<file path="src/pkg/tsr_pkg.sv">
// constants, field layout and carrier types of the sensor id and bus config registers
`default_nettype none
package tsr_pkg;
  localparam int REG_ADDR_W = 8;
  localparam int REG_DATA_W = 16;

  localparam logic [7:0] ADDR_MAKER_ID   = 8'h06;
  localparam logic [7:0] ADDR_DEVICE_ID  = 8'h07;
  localparam logic [7:0] ADDR_BUS_CFG    = 8'h22;
  localparam logic [7:0] ADDR_IRQ_STATUS = 8'h30;
  localparam logic [7:0] ADDR_IRQ_MASK   = 8'h31;

  localparam int CFG_TIMEOUT_OFF_BIT   = 7;
  localparam int CFG_SHDN_TO_KEEP_BIT  = 5;
  localparam int CFG_SLEEP_STATE_BIT   = 4;
  localparam int CFG_CLEAR_BLOCK_BIT   = 3;
  localparam int CFG_FLAG_REFRESH_BIT  = 2;
  localparam int CFG_ARA_OFF_BIT       = 0;
  localparam logic [15:0] CFG_WRITABLE = 16'h00BD;
  localparam logic [15:0] CFG_RESET    = 16'h0031;

  localparam int IRQ_W              = 3;
  localparam int IRQ_TIMEOUT_BIT    = 0;
  localparam int IRQ_LOCKED_WR_BIT  = 1;
  localparam int IRQ_CLR_BLOCK_BIT  = 2;
  localparam logic [IRQ_W-1:0] IRQ_RESET = 3'h0;

  localparam int CLK_PERIOD_NS  = 20;
  localparam int TIMEOUT_US     = 30;
  localparam int TIMEOUT_CYCLES = (TIMEOUT_US * 1000) / CLK_PERIOD_NS;

  typedef struct packed {
    logic timeoutOff;
    logic shutdownTimeoutKeep;
    logic alertPinSleepState;
    logic comparatorClearBlock;
    logic flagRefreshSelect;
    logic alertResponseOff;
  } tsr_cfg_t;

  typedef struct packed {
    logic aboveCriticalFlag;
    logic aboveWindowFlag;
    logic belowWindowFlag;
  } tsr_flags_t;
endpackage
`default_nettype wire

</file>
<file path="src/design/tsr_id_cfg_regs.sv">
// identity and bus configuration registers with alert, flag and time-out control
`timescale 1ns/1ps
`default_nettype none
module tsr_id_cfg_regs
  import tsr_pkg::*;
#(
  parameter logic [7:0]  DEVICE_CODE  = 8'h5C,   // arbitrary value
  parameter logic [7:0]  REVISION     = 8'h01,   // arbitrary value
  parameter logic [15:0] MAKER_CODE   = 16'h0ABC, // arbitrary value
  parameter int          LIMIT_CYCLES = TIMEOUT_CYCLES
) (
  input  wire logic                  clock,
  input  wire logic                  rst,
  input  wire logic [REG_ADDR_W-1:0] regAddr,
  input  wire logic [REG_DATA_W-1:0] regWdata,
  input  wire logic                  regWrite,
  input  wire logic                  regRead,
  output var  logic [REG_DATA_W-1:0] regRdata,
  input  wire logic                  sclPin,
  input  wire logic                  lockCritical,
  input  wire logic                  lockAlarm,
  input  wire logic                  sensorShutdown,
  input  wire logic                  conversionDone,
  input  wire logic                  comparatorMode,
  input  wire logic                  alertPolarityHigh,
  input  wire logic                  alertRaw,
  input  wire tsr_flags_t            flagsRaw,
  input  wire logic                  intClearReq,
  output var  tsr_flags_t            flags,
  output var  tsr_cfg_t              cfg,
  output var  logic                  timeoutActive,
  output var  logic                  busTimeout,
  output logic                       intClearGrant,
  output var  logic                  alertLevel,
  output logic                       alertOut,
  output logic                       alertOe,
  output logic                       irq
);
  logic [15:0]      cfgWord;
  logic [15:0]      next_cfgWord;
  logic [IRQ_W-1:0] irqStatus;
  logic [IRQ_W-1:0] next_irqStatus;
  logic [IRQ_W-1:0] irqMask;
  logic [IRQ_W-1:0] next_irqMask;
  logic [15:0]      next_regRdata;
  tsr_flags_t       next_flags;
  logic             next_alertLevel;
  logic             next_timeoutActive;
  logic             shdnPrev;
  logic             holdAfterShdn;
  logic             next_holdAfterShdn;
  logic             sclSync;
  logic             timeoutPulse;
  logic             locked;
  logic             cfgWrite;
  logic             enterShdn;
  logic             exitShdn;
  logic             clearBlocked;

  initial begin
    if (LIMIT_CYCLES < 2) $error("tsr_id_cfg_regs: LIMIT_CYCLES must be at least 2");
  end

  tsr_sync2 #(
    .WIDTH (1)
  ) u_scl_sync (
    .clock  (clock),
    .rst    (rst),
    .async  (sclPin),
    .synced (sclSync)
  );

  tsr_scl_timeout #(
    .LIMIT_CYCLES (LIMIT_CYCLES)
  ) u_timeout (
    .clock        (clock),
    .rst          (rst),
    .sclLevel     (sclSync),
    .enable       (timeoutActive),
    .timeoutPulse (timeoutPulse)
  );

  assign locked    = lockCritical | lockAlarm;
  assign cfgWrite  = regWrite && (regAddr == ADDR_BUS_CFG);
  assign enterShdn = sensorShutdown & ~shdnPrev;
  assign exitShdn  = ~sensorShutdown & shdnPrev;

  assign cfg.timeoutOff           = cfgWord[CFG_TIMEOUT_OFF_BIT];
  assign cfg.shutdownTimeoutKeep  = cfgWord[CFG_SHDN_TO_KEEP_BIT];
  assign cfg.alertPinSleepState   = cfgWord[CFG_SLEEP_STATE_BIT];
  assign cfg.comparatorClearBlock = cfgWord[CFG_CLEAR_BLOCK_BIT];
  assign cfg.flagRefreshSelect    = cfgWord[CFG_FLAG_REFRESH_BIT];
  assign cfg.alertResponseOff     = cfgWord[CFG_ARA_OFF_BIT];

  // host clear of the interrupt flop, refused in comparator mode when blocked
  assign clearBlocked  = intClearReq & comparatorMode & cfg.comparatorClearBlock;
  assign intClearGrant = intClearReq & ~clearBlocked;

  // open-drain alert pin: pull low for a low level
  assign alertOut = 1'b0;
  assign alertOe  = ~alertLevel;
  assign irq      = |(irqStatus & irqMask);

  // register file
  always_comb begin
    next_cfgWord   = cfgWord;
    next_irqMask   = irqMask;
    next_irqStatus = irqStatus;
    next_regRdata  = 16'h0000;
    if (cfgWrite && !locked) begin
      next_cfgWord = regWdata & CFG_WRITABLE;
    end
    if (regWrite && regAddr == ADDR_IRQ_MASK) begin
      next_irqMask = regWdata[IRQ_W-1:0];
    end
    if (regWrite && regAddr == ADDR_IRQ_STATUS) begin
      next_irqStatus = irqStatus & ~regWdata[IRQ_W-1:0];
    end
    // new events win over a clear in the same cycle
    if (timeoutPulse) begin
      next_irqStatus[IRQ_TIMEOUT_BIT] = 1'b1;
    end
    if (cfgWrite && locked) begin
      next_irqStatus[IRQ_LOCKED_WR_BIT] = 1'b1;
    end
    if (clearBlocked) begin
      next_irqStatus[IRQ_CLR_BLOCK_BIT] = 1'b1;
    end
    if (regRead) begin
      case (regAddr)
        ADDR_MAKER_ID:   next_regRdata = MAKER_CODE;
        ADDR_DEVICE_ID:  next_regRdata = {DEVICE_CODE, REVISION};
        ADDR_BUS_CFG:    next_regRdata = cfgWord & CFG_WRITABLE;
        ADDR_IRQ_STATUS: next_regRdata = {{(16-IRQ_W){1'b0}}, irqStatus};
        ADDR_IRQ_MASK:   next_regRdata = {{(16-IRQ_W){1'b0}}, irqMask};
        default:         next_regRdata = 16'h0000;
      endcase
    end
  end

  always_ff @(posedge clock) begin
    if (rst) begin
      cfgWord   <= CFG_RESET;
      irqStatus <= IRQ_RESET;
      irqMask   <= IRQ_RESET;
      regRdata  <= 16'h0000;
    end else begin
      cfgWord   <= next_cfgWord;
      irqStatus <= next_irqStatus;
      irqMask   <= next_irqMask;
      regRdata  <= next_regRdata;
    end
  end

  // time-out enable, flags and alert pin
  always_comb begin
    next_timeoutActive = ~cfg.timeoutOff
                       & (~sensorShutdown | cfg.shutdownTimeoutKeep);
    next_flags = flags;
    if (enterShdn || sensorShutdown) begin
      next_flags = '0;
    end else if (!cfg.flagRefreshSelect || conversionDone) begin
      next_flags = flagsRaw;
    end
    next_holdAfterShdn = holdAfterShdn;
    if (conversionDone) begin
      next_holdAfterShdn = 1'b0;
    end
    if (exitShdn) begin
      next_holdAfterShdn = 1'b1;
    end
    next_alertLevel = alertLevel;
    if (sensorShutdown) begin
      if (cfg.alertPinSleepState) begin
        next_alertLevel = ~alertPolarityHigh;
      end
    end else if (!next_holdAfterShdn) begin
      next_alertLevel = alertRaw;
    end
  end

  always_ff @(posedge clock) begin
    if (rst) begin
      timeoutActive <= 1'b1;
      flags         <= '0;
      holdAfterShdn <= 1'b0;
      alertLevel    <= 1'b1;
      shdnPrev      <= 1'b0;
      busTimeout    <= 1'b0;
    end else begin
      timeoutActive <= next_timeoutActive;
      flags         <= next_flags;
      holdAfterShdn <= next_holdAfterShdn;
      alertLevel    <= next_alertLevel;
      shdnPrev      <= sensorShutdown;
      busTimeout    <= timeoutPulse;
    end
  end
endmodule
`default_nettype wire

</file>
<file path="src/design/tsr_sync2.sv">
// two-flop synchroniser for levels from outside the clock domain
`timescale 1ns/1ps
`default_nettype none
module tsr_sync2 #(
  parameter int WIDTH = 1
) (
  input  wire logic             clock,
  input  wire logic             rst,
  input  wire logic [WIDTH-1:0] async,
  output var  logic [WIDTH-1:0] synced
);
  logic [WIDTH-1:0] stage1;

  initial begin
    if (WIDTH < 1) $error("tsr_sync2: WIDTH must be at least 1");
  end

  always_ff @(posedge clock) begin
    if (rst) begin
      stage1 <= '1;
      synced <= '1;
    end else begin
      stage1 <= async;
      synced <= stage1;
    end
  end
endmodule
`default_nettype wire

</file>
<file path="src/design/tsr_scl_timeout.sv">
// counts how long the sampled link clock stays low, one pulse at the limit
`timescale 1ns/1ps
`default_nettype none
module tsr_scl_timeout #(
  parameter int LIMIT_CYCLES = 1500
) (
  input  wire logic clock,
  input  wire logic rst,
  input  wire logic sclLevel,
  input  wire logic enable,
  output var  logic timeoutPulse
);
  localparam int CW = $clog2(LIMIT_CYCLES + 1);
  localparam logic [CW-1:0] LIMIT = CW'(LIMIT_CYCLES);

  logic          sclPrev;
  logic [CW-1:0] lowCount;
  logic [CW-1:0] next_lowCount;
  logic          next_timeoutPulse;

  initial begin
    if (LIMIT_CYCLES < 2) $error("tsr_scl_timeout: LIMIT_CYCLES must be at least 2");
  end

  always_comb begin
    next_lowCount     = lowCount;
    next_timeoutPulse = 1'b0;
    if (!enable || sclLevel || sclPrev) begin
      // a falling edge restarts the measurement
      next_lowCount = '0;
    end else if (lowCount != LIMIT) begin
      next_lowCount     = lowCount + CW'(1);
      next_timeoutPulse = (lowCount == LIMIT - CW'(1));
    end
  end

  always_ff @(posedge clock) begin
    if (rst) begin
      sclPrev      <= 1'b1;
      lowCount     <= '0;
      timeoutPulse <= 1'b0;
    end else begin
      sclPrev      <= sclLevel;
      lowCount     <= next_lowCount;
      timeoutPulse <= next_timeoutPulse;
    end
  end
endmodule
`default_nettype wire

</file>
<file path="config.mk">
export PLATFORM = sky130hd
export DESIGN_NAME = tsr_id_cfg_regs
export DESIGN_NICKNAME = d
export VERILOG_FILES = /design/src/pkg/tsr_pkg.sv /design/src/design/tsr_id_cfg_regs.sv /design/src/design/tsr_sync2.sv /design/src/design/tsr_scl_timeout.sv
export SDC_FILE = /design/constraint.sdc
export NUM_CORES = 1
export LEC_CHECK = 0
export BUFFER_PORTS_ARGS = -buffer_cell sky130_fd_sc_hd__buf_2
export CORE_UTILIZATION = 50
export DETAILED_ROUTE_END_ITERATION = 6
export GPL_TIMING_DRIVEN = 0
export PLACE_DENSITY = 0.79
export SYNTH_ARGS = -nofsm -noshare
export SYNTH_HDL_FRONTEND = slang
export SYNTH_HIERARCHICAL = 1
export SYNTH_SLANG_ARGS = --single-unit
</file>
<file path="constraint.sdc">
create_clock -name clock -period 1.9 [get_ports clock]
set_input_delay 0.285 -clock clock [delete_from_list [all_inputs] [get_ports clock]]
set_output_delay 0.285 -clock clock [all_outputs]
set_load 0.02 [all_outputs]
</file>
==> results.md, run 1 <==
- Status: complete, no violations
- Yosys reg bits: 45
- Initial Util: approximately 53%
- Max-cap violations: 0
- Grt total ovfl: 0
- Mux share of post-synthesis cell area: roughly 7.9%
- VDD IR max: 0.0004427 V
- P_leak: around 1.1 nW
- Crit Path Category: register to register
- RSZ-0062 raised after global routing: false
- XOR/XNOR share of the synthesized area: 0%
- Syn-to-layout area delta: 22.12%
- Met1 Use GR: 28.54%
- Hold Fails Final Rpt: 0
- # diodes: 0
- Gr usage total: about a fifth
- Busiest grt layer: met2
- Worst hold path class: input port to register
- H-Tree Depth: 2
- Max Clock Freq: ~640 MHz
- Fillcell total: approximately 340
- Met2 Use GR: between 30% and 40%
- Worst hold slack: between 0.15 and 0.2 ns
- Max clock buf depth: 2
- Worst slew pin tran: just over 0.9 ns
- Synth unique cells: 55
- Slew Limit Headroom: a little under two fifths
- Post-Layout Cell Count: 339
- Die area: ~4600 µm²
- Post-synth EDFFs: 0
- Via-to-Cell Ratio: 5.410
- NumNets Final: between 300 and 400
- Drt pass-1 iters: 4
- PD cells: around 700 nW/µm²
- Layout cells sized above 1: about a third
- Clock root cell: clkbuf_8
- Period utilization: between 80% and 90%
- Wire per inst: about 13 µm
- Adder-cell share of the synthesized area: between 1 and 1.5%
- Skew final: roughly 0.0075 ns
- Std cell rows: 23
- CP required: approximately 2.1 ns
- Gpl congestion: 0.8171
- Cts bufs inserted: 5
- Number of global-route vias before repair: 1,594
- Syn Inst Count: around 220
- Initial drt markers: 67
- Die Ht: about 68 µm
- Crit path capture type: register
- Clk_lat worst skew: approximately 0.3 ns
- CTS tree: built
- Largest net degree at the start of global routing: 15
- Post-DRT Antenna Nets: 0
- Ys async rst share: 0%
- Vias: approximately 1,800
- Setup violations, final: 0
- Final HPWL DP: between 3 and 4 mm
- Setup TNS: 0 ns
- Core Region: 4086 µm²
- Crit-path cells: nor4b_1, o21ai_0, a31oi_1
- Wirelength, routed: around 4.5 mm
- Initial antenna violation count: 0
- Port bufs: 56
- Multi-input logic area: ~1100 µm²
- DRC violations left: 0
- Register area share after synthesis: about two fifths
- Largest family of logic cells by synthesized area: simple AND/OR/NAND/NOR gates
- Die Width: 67.74 µm
- Clock sink count: 45
- Arr. time, crit path: ~1.8 ns
- Slowest cell delay on critical path: ~0.80 ns
- Most common flop cell mapped by yosys: dfxtp_1
- Reg clk slew, reported paths: 0.08 ns
- Startpoint class of the critical path: register
- Placed cells: 331
- Synth Area in Simple Gates: between 20% and 30%
- FF/Latch Area: between 900 and 1000 µm²
- GRT met3 Usage: under 10%
- CP Max Fanout: 6
- Mapped Area: ~2200 µm²
- Avg Cell Area, Syn: 9.777 µm²
- CTS resizes: 0
- Num ports: 72
- Post-route minimum period: between 1.5 and 2 ns
- YS warnings: 6
- Slowest CP cell: nor4b_1
- Hold buffer count at cts: 0
- Synth Area in Compound Gates: between 10% and 20%
- Post-CTS setup buffer count: 0
- First-pass GRT wire length: between 7 and 8 mm
- Slew Viols, Final: 0
-- critical path: cells and delay by family, from the launching register on --
kind	cells	cell delay (ns)
AO/OA/AOI/OAI	2	0.39
flip-flops	1	0.31
AND/OR/NAND/NOR	1	0.80
-- stage by stage --
step	area [µm²]	util, %	worst slack, ns	total power [mW]
2_1_floorplan	2176	-	0.3046	1.065
3_3_place_gp	2519	61.64	0.1161	1.122
3_5_place_dp	2519	61.64	0.07565	1.124
4_1_cts	2639	64.57	0.3523	1.879
5_1_grt	2639	64.57	0.1737	1.936
6_report	2639	64.57	0.3276	1.865
-- layout make-up --
cell class | count | share of cell area (%)
inverters | 8 | 1.138
multi-input cells | 155 | 43.10
plain buffers | 17 | 4.078
clock buffers | 6 | 3.129
flip-flops and latches | 45 | 34.14
clock inverters | 2 | 1.422
repair buffers | 56 | 10.62
well taps | 50 | 2.371
-- logic make-up (layout without fill, tap and decap cells) --
kind of cell    after synthesis  after routing
mux                          17             17
simple gates                 91             91
other cells                   1              5
buf+inv                      25             89
flops                        45             45
compound gates               40             40
fa+ha+maj                     2              2
-- state kept, by name, summed over array words and instances, names as in the netlist --
register and cells:
u_scl_sync/synced 1, u_timeout/timeoutPulse 1, irqStatus 3, irqMask 3, flags 3, u_timeout/lowCount 11
u_scl_sync/stage1 1, regRdata 10, cfgWord 6, busTimeout 1, alertLevel 1, holdAfterShdn 1
timeoutActive 1, u_timeout/sclPrev 1, shdnPrev 1
-- synth_stat cells (all sizes together), types with 3 or more instances --
library cell	count	area (µm²)
buf	13	92.59
dfxtp	45	900.9
nand2	9	33.78
o31ai	8	60.06
or2	3	18.77
a21o	4	30.03
or3	3	20.02
a21oi	10	50.05
nor4	6	71.32
or4	6	52.55
clkbuf	4	15.01
nor2	11	41.29
a31oi	3	18.77
nand4	4	40.04
nand3b	5	37.54
o21ai	4	20.02
or3b	4	35.04
a211oi	3	27.52
nand3	4	20.02
nand2b	17	106.4
inv	8	30.03
nor3	7	40.04
mux2i	17	170.2
-- cell usage in the layout, fill, tap and decap left out, types with 2 or more instances in the layout --
master	netlist	final
a21oi_1	10	10
nor4_1	2	2
nand4_1	3	3
buf_4	7	7
buf_6	2	2
nand3_1	4	4
clkbuf_8	0	6
a211oi_1	2	2
o21ai_0	4	4
or3b_1	3	3
buf_1	2	2
nor4_2	3	3
or4_4	2	2
mux2i_1	17	17
or4_1	4	4
nor3_1	6	6
a31oi_1	3	3
inv_1	8	8
dfxtp_1	45	45
buf_2	2	58
conb_1	1	5
o31ai_1	8	8
nand3b_1	5	5
nand2b_1	17	17
or2_1	3	3
a21o_1	4	4
o2bb2a_4	2	2
clkbuf_1	4	4
nor2_1	11	11
nand2_1	9	9
ha_1	2	2
or3_1	2	2
-- worst paths after layout --
kind	startpoint	to	cells past startpoint	slack, ns
min reg2reg	u_scl_sync/stage1	u_scl_sync/synced	1	0.42
max	u_scl_sync/synced	u_timeout/lowCount[2]	3	0.33
min	sclPin	u_scl_sync/stage1	2	0.16
max reg2reg	u_scl_sync/synced	u_timeout/lowCount[2]	3	0.33
-- power breakdown --
part	total [mW]	leakage (nW)	internal [mW]	switching, mW
combinational	0.147	0.678	0.0649	0.0823
clock	0.762	0.0574	0.428	0.335
sequential	0.956	0.364	0.951	0.00451
-- layer usage --
| metal | up-vias | wire, µm |
|---|---|---|
| met5 | - | 0 |
| li1 | 932 | - |
| met3 | 6 | 281 |
| met1 | 840 | 2166 |
| met4 | 0 | 47 |
| met2 | 56 | 1980 |
(Power assumes the default switching activity.)
==> run 2: changes to the inputs <==
Settings changed: ABC_AREA set to 1.
Clock period 1.9 ns to 1.6 ns, I/O delays scaled along.
==> run 2 against run 1 <==
Effect of this change: non-clock buffer count down 6; via count up 5.9%; power increased by 15%; synthesized cell count increased by 33%; register-to-register slack got worse by 0.07 ns; sequential share of layout area rose by 0.31 points; area after synthesis decreased by 0.87%; critical path depth rose by 2; critical endpoint is now u_timeout/lowCount[6]; largest cell class unchanged.
==> results.md, run 2 <==
- DRC violations left: 0 (unchanged)
- Gr usage total: 20.63% (-0.54 points)
- Startpoint class of the critical path: register
- Worst hold path class: input port to register
- Setup violations, final: 0 (unchanged)
- Num ports: 72 (unchanged)
- Clk_lat worst skew: 0.30 ns (about the same)
- Register area share after synthesis: 42.06% (+0.37 points)
- Grt total ovfl: 0 (unchanged)
- Pre-CTS setup slack: 0.2402 ns (+0.1646 ns)
- # diodes: 0 (unchanged)
- Post-CTS setup buffer count: 0 (unchanged)
- Commonest non-fill, non-tap cell in the layout: nand2_1
- Met3 wire length: 213 µm (-24%)
- Initial antenna violation count: 0 (unchanged)
- Core Region: 4058 µm² (-0.70%)
- Crit Path Category: register to register
- Initial drt markers: 60 (-10%)
- RSZ-0062 raised after global routing: false
- Metal2 WL: 2.028 mm (+2.4%)
- Ys async rst share: 0% (unchanged)
- NumNets Final: 402 (+22%)
- Top cells by area, synth: dfxtp_1 (42%), nand2_1 (11%), inv_1 (8.2%)
- Biggest regs: u_timeout/lowCount x11, regRdata x10, cfgWord x6
- Largest register by flop count: u_timeout/lowCount
- Via-to-Cell Ratio: 4.727 (-13%)
- Port bufs: 56 (unchanged)
- Crit path capture type: register
- YS warnings: 6 (unchanged)
- Max clock buf depth: 2 (unchanged)
- First-pass GRT wire length: 6.948 mm (-3.4%)
- Final HPWL DP: 3.376 mm (+2.4%)
- PD cells: 817.1 nW/µm² (+16%)
- Critical path origin: u_timeout/lowCount[1]
- Vias: 1,943 (+5.9%)
- Top Metal Used: met4
- Gpl congestion: 0.7880 (-3.6%)
- Period utilization: 83.75% (+0.99 points)
- Initial Util: 52.79% (-0.088 points)
- CTS tree: built
- Max Clock Freq: 746.3 MHz (+17%)
- Post-route minimum period: 1.340 ns (-0.2325 ns)
- Reg clk slew, reported paths: 0.08 ns (about the same)
- Wirelength, routed: 4.255 mm (-4.9%)
- Wire length on met1: 1.942 mm (-10%)
- Clock sink count: 45 (unchanged)
- CP required: 1.79 ns (-0.34 ns)
- Max FFs per register: 11 (unchanged)
- Skew final: 0.005198 ns (-0.002327 ns)
- VDD IR max: 0.0003680 V (-17%)
- Number of global-route vias before repair: 1,620 (+1.6%)
- Std cell rows: 23 (unchanged)
- R2R Path Start: u_timeout/lowCount[1]
- Most common flop cell mapped by yosys: dfxtp_1
- Wire per inst: 10.35 µm (-22%)
- Top-count cell post-synth: nand2_1
- Setup WS post-layout: 0.2601 ns (-0.06753 ns)
- Post-synth top area cell: dfxtp_1
- Largest net degree at the start of global routing: 16 (+1)
- Max-cap violations: 0 (unchanged)
- Slew Viols, Final: 0 (unchanged)
- Die area: 4550 µm² (-0.84%)
- Clock root cell: clkbuf_8
- CTS resizes: 0 (unchanged)
- H-Tree Depth: 2 (unchanged)
- Avg Cell Area, Syn: 7.311 µm² (-25%)
- Drt pass-1 iters: 4 (unchanged)
- Syn-to-layout area delta: 22.08% (about the same)
- Post-synth EDFFs: 0 (unchanged)
- Hold buffer count at cts: 0 (unchanged)
- Top cell type's share of synthesized area: 42.06% (+0.37 points)
- Mapped Area: 2142 µm² (-0.87%)
- Die Width: 67.46 µm (-0.42%)
- Yosys reg bits: 45 (unchanged)
- Status: complete, no violations
- Hold Crit Start: sclPin
- Die Ht: 67.46 µm (-0.42%)
- Layout cells sized above 1: 26.04% (-5.4 points)
- Arr. time, crit path: 1.53 ns (-0.27 ns)
- CP Max Fanout: 5 (-1)
- Hold Fails Final Rpt: 0 (unchanged)
- Setup TNS: 0 ns (unchanged)
- Syn Inst Count: 293 (+33%)
- Most frequent cells in the layout: nand2_1 (61), buf_2 (57), inv_1 (47)
- Top cells by count, synth: nand2_1 (61), inv_1 (47), dfxtp_1 (45), nor2_1 (44), nand3_1 (19)
- Cts bufs inserted: 5 (unchanged)
- P_leak: 1.300 nW (+18%)
- Post-DRT Antenna Nets: 0 (unchanged)
- Synth unique cells: 29 (-47%)
## run 2: final cells by class
class | instances | area, µm²
clock buffers | 5 | 68.82
repair buffers | 56 | 280.3
clock inverters | 3 | 46.29
plain buffers | 11 | 85.08
well taps | 50 | 62.56
inverters | 48 | 180.2
multi-input cells | 193 | 991.0
flip-flops and latches | 45 | 900.9
fillers | 374 | 1443
## run 2: worst paths after layout
kind | endpoint | slack (ns) | cells past startpoint
worst max-delay path | u_timeout/lowCount[6] | 0.26 | 5
worst min-delay path | u_scl_sync/stage1 | 0.11 | 3
worst max register to register | u_timeout/lowCount[6] | 0.26 | 5
worst min register to register | u_scl_sync/synced | 0.42 | 2
## run 2: where the power goes
part	switching (mW)	internal [mW]	total [mW]
sequential	0.00468	1.13	1.13
combinational	0.0928	0.0622	0.155
clock	0.380	0.467	0.847
## run 2: stage by stage
| stage | utilization [%] | std cells | power, mW | cell area (µm²) | hold slack, ns |
|---|---|---|---|---|---|
| after floorplan | - | 297 | 1.252 | 2157 | 0.3318 |
| after global placement | 61.61 | 403 | 1.312 | 2500 | 0.3912 |
| after detailed placement | 61.61 | 403 | 1.316 | 2500 | 0.4048 |
| after CTS | 64.45 | 411 | 2.156 | 2615 | 0.1085 |
| after global routing | 64.45 | 411 | 2.218 | 2615 | 0.1159 |
| final | 64.45 | 411 | 2.137 | 2615 | 0.1138 |
## run 2: cell families (layout without fill, tap and decap cells)
kind of cell | Yosys count | after routing | synth area share (%)
AOI/OAI and AO/OA | 34 | 34 | 8.178
xor gates and xnor gates | 2 | 2 | 0.8179
adders and majority gates | 2 | 2 | 1.168
buffers and inverters | 59 | 123 | 12.38
DFF | 45 | 45 | 42.06
other | 1 | 5 | 0.1751
and+or+nand+nor | 150 | 150 | 35.22
## run 2: worst max-delay path, stage by stage (launching register included)
cell     delay [ns]
dfxtp_1        0.44
ha_1           0.31
nand3_2        0.13
nor2_4         0.15
xnor2_1        0.14
nor2_1         0.05
## run 2: layer usage
| metal | up-vias | track usage (%) |
|---|---|---|
| met3 | 7 | 4.899 |
| met4 | 0 | 9.309 |
| met1 | 847 | 26.49 |
| met5 | - | 0 |
| met2 | 56 | 32.63 |
| li1 | 1033 | - |
==> run 3: changes to the inputs <==
Settings changed: ABC_AREA 1 to 0, CORE_UTILIZATION 50 to 45, PLACE_DENSITY 0.79 to 0.75.
Clock period 1.6 ns to 1.16 ns, I/O delays scaled along.
==> run 3 against run 2 <==
Effect of this change: the run now ends with DRC, setup timing left; combinational power increased by 96%; power increased by 45%; sequential power up 37%; die area is 12% higher; worst setup slack worse by 0.59 ns; sequential share of layout area shrank 4.3 points; critical path depth decreased by 2; clock skew grew 0.0014 ns; routed wire length is 33% higher; final area grew 20%; flip-flop and latch count stayed put; core utilization grew 5.4 points; critical endpoint is now irq; largest power group unchanged.
==> results.md, run 3 (synthesis results as in run 1) <==
- Vias: 2,031 (+4.5%)
- Slowest cell delay on critical path: 0.41 ns (-0.03 ns)
- Post-DRT Antenna Nets: 0 (unchanged)
- Post-route minimum period: 1.488 ns
- Initial antenna violation count: 0 (unchanged)
- Period utilization: 128.3%
- WP buf/inv: 2 (+2)
- Violated checks: DRC, setup timing
- Die area: 5083 µm² (+12%)
- Biggest regs: u_timeout/lowCount x11, regRdata x10, cfgWord x6
- H-Tree Depth: 2 (unchanged)
- Initial drt markers: 135 (+130%)
- Seq pwr share: 50.1% (-3.0 points)
- Die Ht: 71.30 µm (+5.7%)
- Cell area after placement: 2591 µm² (+3.7%)
- # diodes: 0 (unchanged)
- Clk_lat worst skew: 0.30 ns (about the same)
- CTS tree: built
- Die Width: 71.30 µm (+5.7%)
- Setup violations, final: 16 (+16)
- Port bufs: 56 (unchanged)
- CP Max Fanout: 2 (-3)
- Syn-to-layout area delta: 44.64%
- Worst hold path class: input port to register
- Fillcell total: 319 (-15%)
- Worst hold slack: 0.04860 ns (-0.06524 ns)
- Cts bufs inserted: 5 (unchanged)
- Crit-path cells: a222oi_1, inv_1, buf_6
- Combinational share of power: 9.8% (+2.5 points)
- Worst slew pin tran: 0.5394 ns
- Skew final: 0.006579 ns (+0.001381 ns)
- Hold Path End: u_scl_sync/stage1
- Clock network power share: 40.0% (+0.4 points)
- Sw Share: 22.66% (+0.31 points)
- NumNets Final: 355 (-12%)
- Max Clock Freq: 672.0 MHz
- Startpoint class of the critical path: register
- VDD IR max: 0.0008381 V (+130%)
- Layout cells sized above 1: 50.64% (+25 points)
- Max clock buf depth: 2 (unchanged)
- Core Region: 4474 µm² (+10%)
- RSZ-0062 raised after global routing: true
- Crit Path Category: register to primary output
- Via-to-Cell Ratio: 5.549 (+17%)
- FF-to-FF End: u_timeout/lowCount[8]
- Slew Viols, Final: 0 (unchanged)
- Gpl congestion: 0.7790 (-1.1%)
- Crit path capture type: primary output
- Most frequent cells in the layout: buf_2 (48), buf_4 (28), dfxtp_1 (28)
- Hold Fails Final Rpt: 0 (unchanged)
- Largest net degree at the start of global routing: 14 (-2)
- Clock root cell: clkbuf_8
- Setup TNS: -1.664 ns (-1.664 ns)
- P_sw: 0.6999 mW (+47%)
- First-pass GRT wire length: 8.121 mm (+17%)
- Slew Limit Headroom: between 60% and 70%
- Arr. time, crit path: 1.31 ns (-0.22 ns)
- Post-route cell area: 3126 µm² (+20%)
- Largest register by flop count: u_timeout/lowCount
- Pre-CTS setup slack: -0.6621 ns (-0.9023 ns)
- R2R Path Start: u_timeout/lowCount[0]
- Num ports: 72 (unchanged)
- Grt total ovfl: 0 (unchanged)
- Max-cap violations: 0 (unchanged)
- Drt pass-1 iters: 6 (+2)
- Worst reg-to-reg setup slack: -0.17 ns (-0.43 ns)
- P_int: 2.389 mW (+44%)
- Hold Crit Start: sclPin
- Reg clk slew, reported paths: 0.08 ns (about the same)
- Clock sink count: 45 (unchanged)
- Overall power: 3.088 mW (+45%)
- Status: finished, violations left
- Std cell rows: 24 (+4.3%)
- WHS Path Cells: 2 (-1)
- PD cells: 988.1 nW/µm² (+21%)
- Wirelength, routed: 5.639 mm (+33%)
- P_leak: 1.335 nW (+2.7%)
- Max FFs per register: 11 (unchanged)
- Gr usage total: 20.82% (+0.20 points)
- Setup WS post-layout: -0.3282 ns (-0.5882 ns)
- CP required: 0.99 ns (-0.80 ns)
- DRC violations left: 2 (+2)
- Initial Util: 48.29% (-4.5 points)
- Wire per inst: 15.41 µm (+49%)
- Slowest CP cell: a222oi_1
- FF-to-FF path depth: 4 (-1)
- Number of global-route vias before repair: 1,754 (+8.3%)
- Commonest non-fill, non-tap cell in the layout: buf_2
- CP top delay family: compound AO/OA/AOI/OAI gates
- Final HPWL DP: 3.442 mm (+2.0%)
-- run 3: routing by layer --
metal / part of all wire, % / global-route usage [%] / wire [µm] / vias up
li1: - / - / - / 984
met1: 43 / 26.68 / 2434 / 953
met2: 48 / 32.49 / 2686 / 81
met3: 6.7 / 7.314 / 376 / 13
met4: 2.5 / 7.556 / 142 / 0
met5: 0 / 0 / 0 / -
-- run 3: cell type report --
cell class	count	area [µm²]	share of cell area, %
clock inverters	1	30.03	0.9608
clock buffers	7	86.33	2.762
plain buffers	16	116.4	3.723
multi-input cells	156	1310	41.91
well taps	52	65.06	2.082
repair buffers	81	543.0	17.37
flip-flops and latches	45	942.2	30.14
inverters	8	32.53	1.041
-- run 3: timing repair --
action / in CTS / in global routing
endpoints found under the setup margin: 38 / 36
gates cloned: 1 / 0
gates resized for setup: 35 / 31
hold buffers: 0 / 0
endpoints found under the hold margin: 0 / 0
setup buffers: 14 / 11
pin swaps: 16 / 16
-- run 3: power by group through the flow --
stage / registers [mW] / clock network (mW) / logic [mW]
3_5_place_dp: 1.60 / 0 / 0.243
6_report: 1.55 / 1.24 / 0.304
4_1_cts: 1.55 / 1.26 / 0.258
2_1_floorplan: 1.61 / 0 / 0.138
3_3_place_gp: 1.60 / 0 / 0.239
5_1_grt: 1.55 / 1.32 / 0.325
-- run 3: stage by stage --
step                      cells  util (%)
after floorplan             225         -
after CTS                   356     65.80
after global placement      333     57.91
final                       366     69.85
after detailed placement    333     57.91
after global routing        366     69.85
-- run 3: worst max-delay path by stage --
stage | from | endpoint | slack, ns | cells past startpoint
floorplan | regAddr[3] | regRdata[2] | -0.27 | 4
global placement | regAddr[3] | regRdata[7] | -0.68 | 5
detailed placement | regAddr[3] | regRdata[7] | -0.66 | 5
CTS | irqMask[2] | irq | -0.25 | 3
global route | irqMask[2] | irq | -0.38 | 3
finish | irqMask[2] | irq | -0.33 | 3
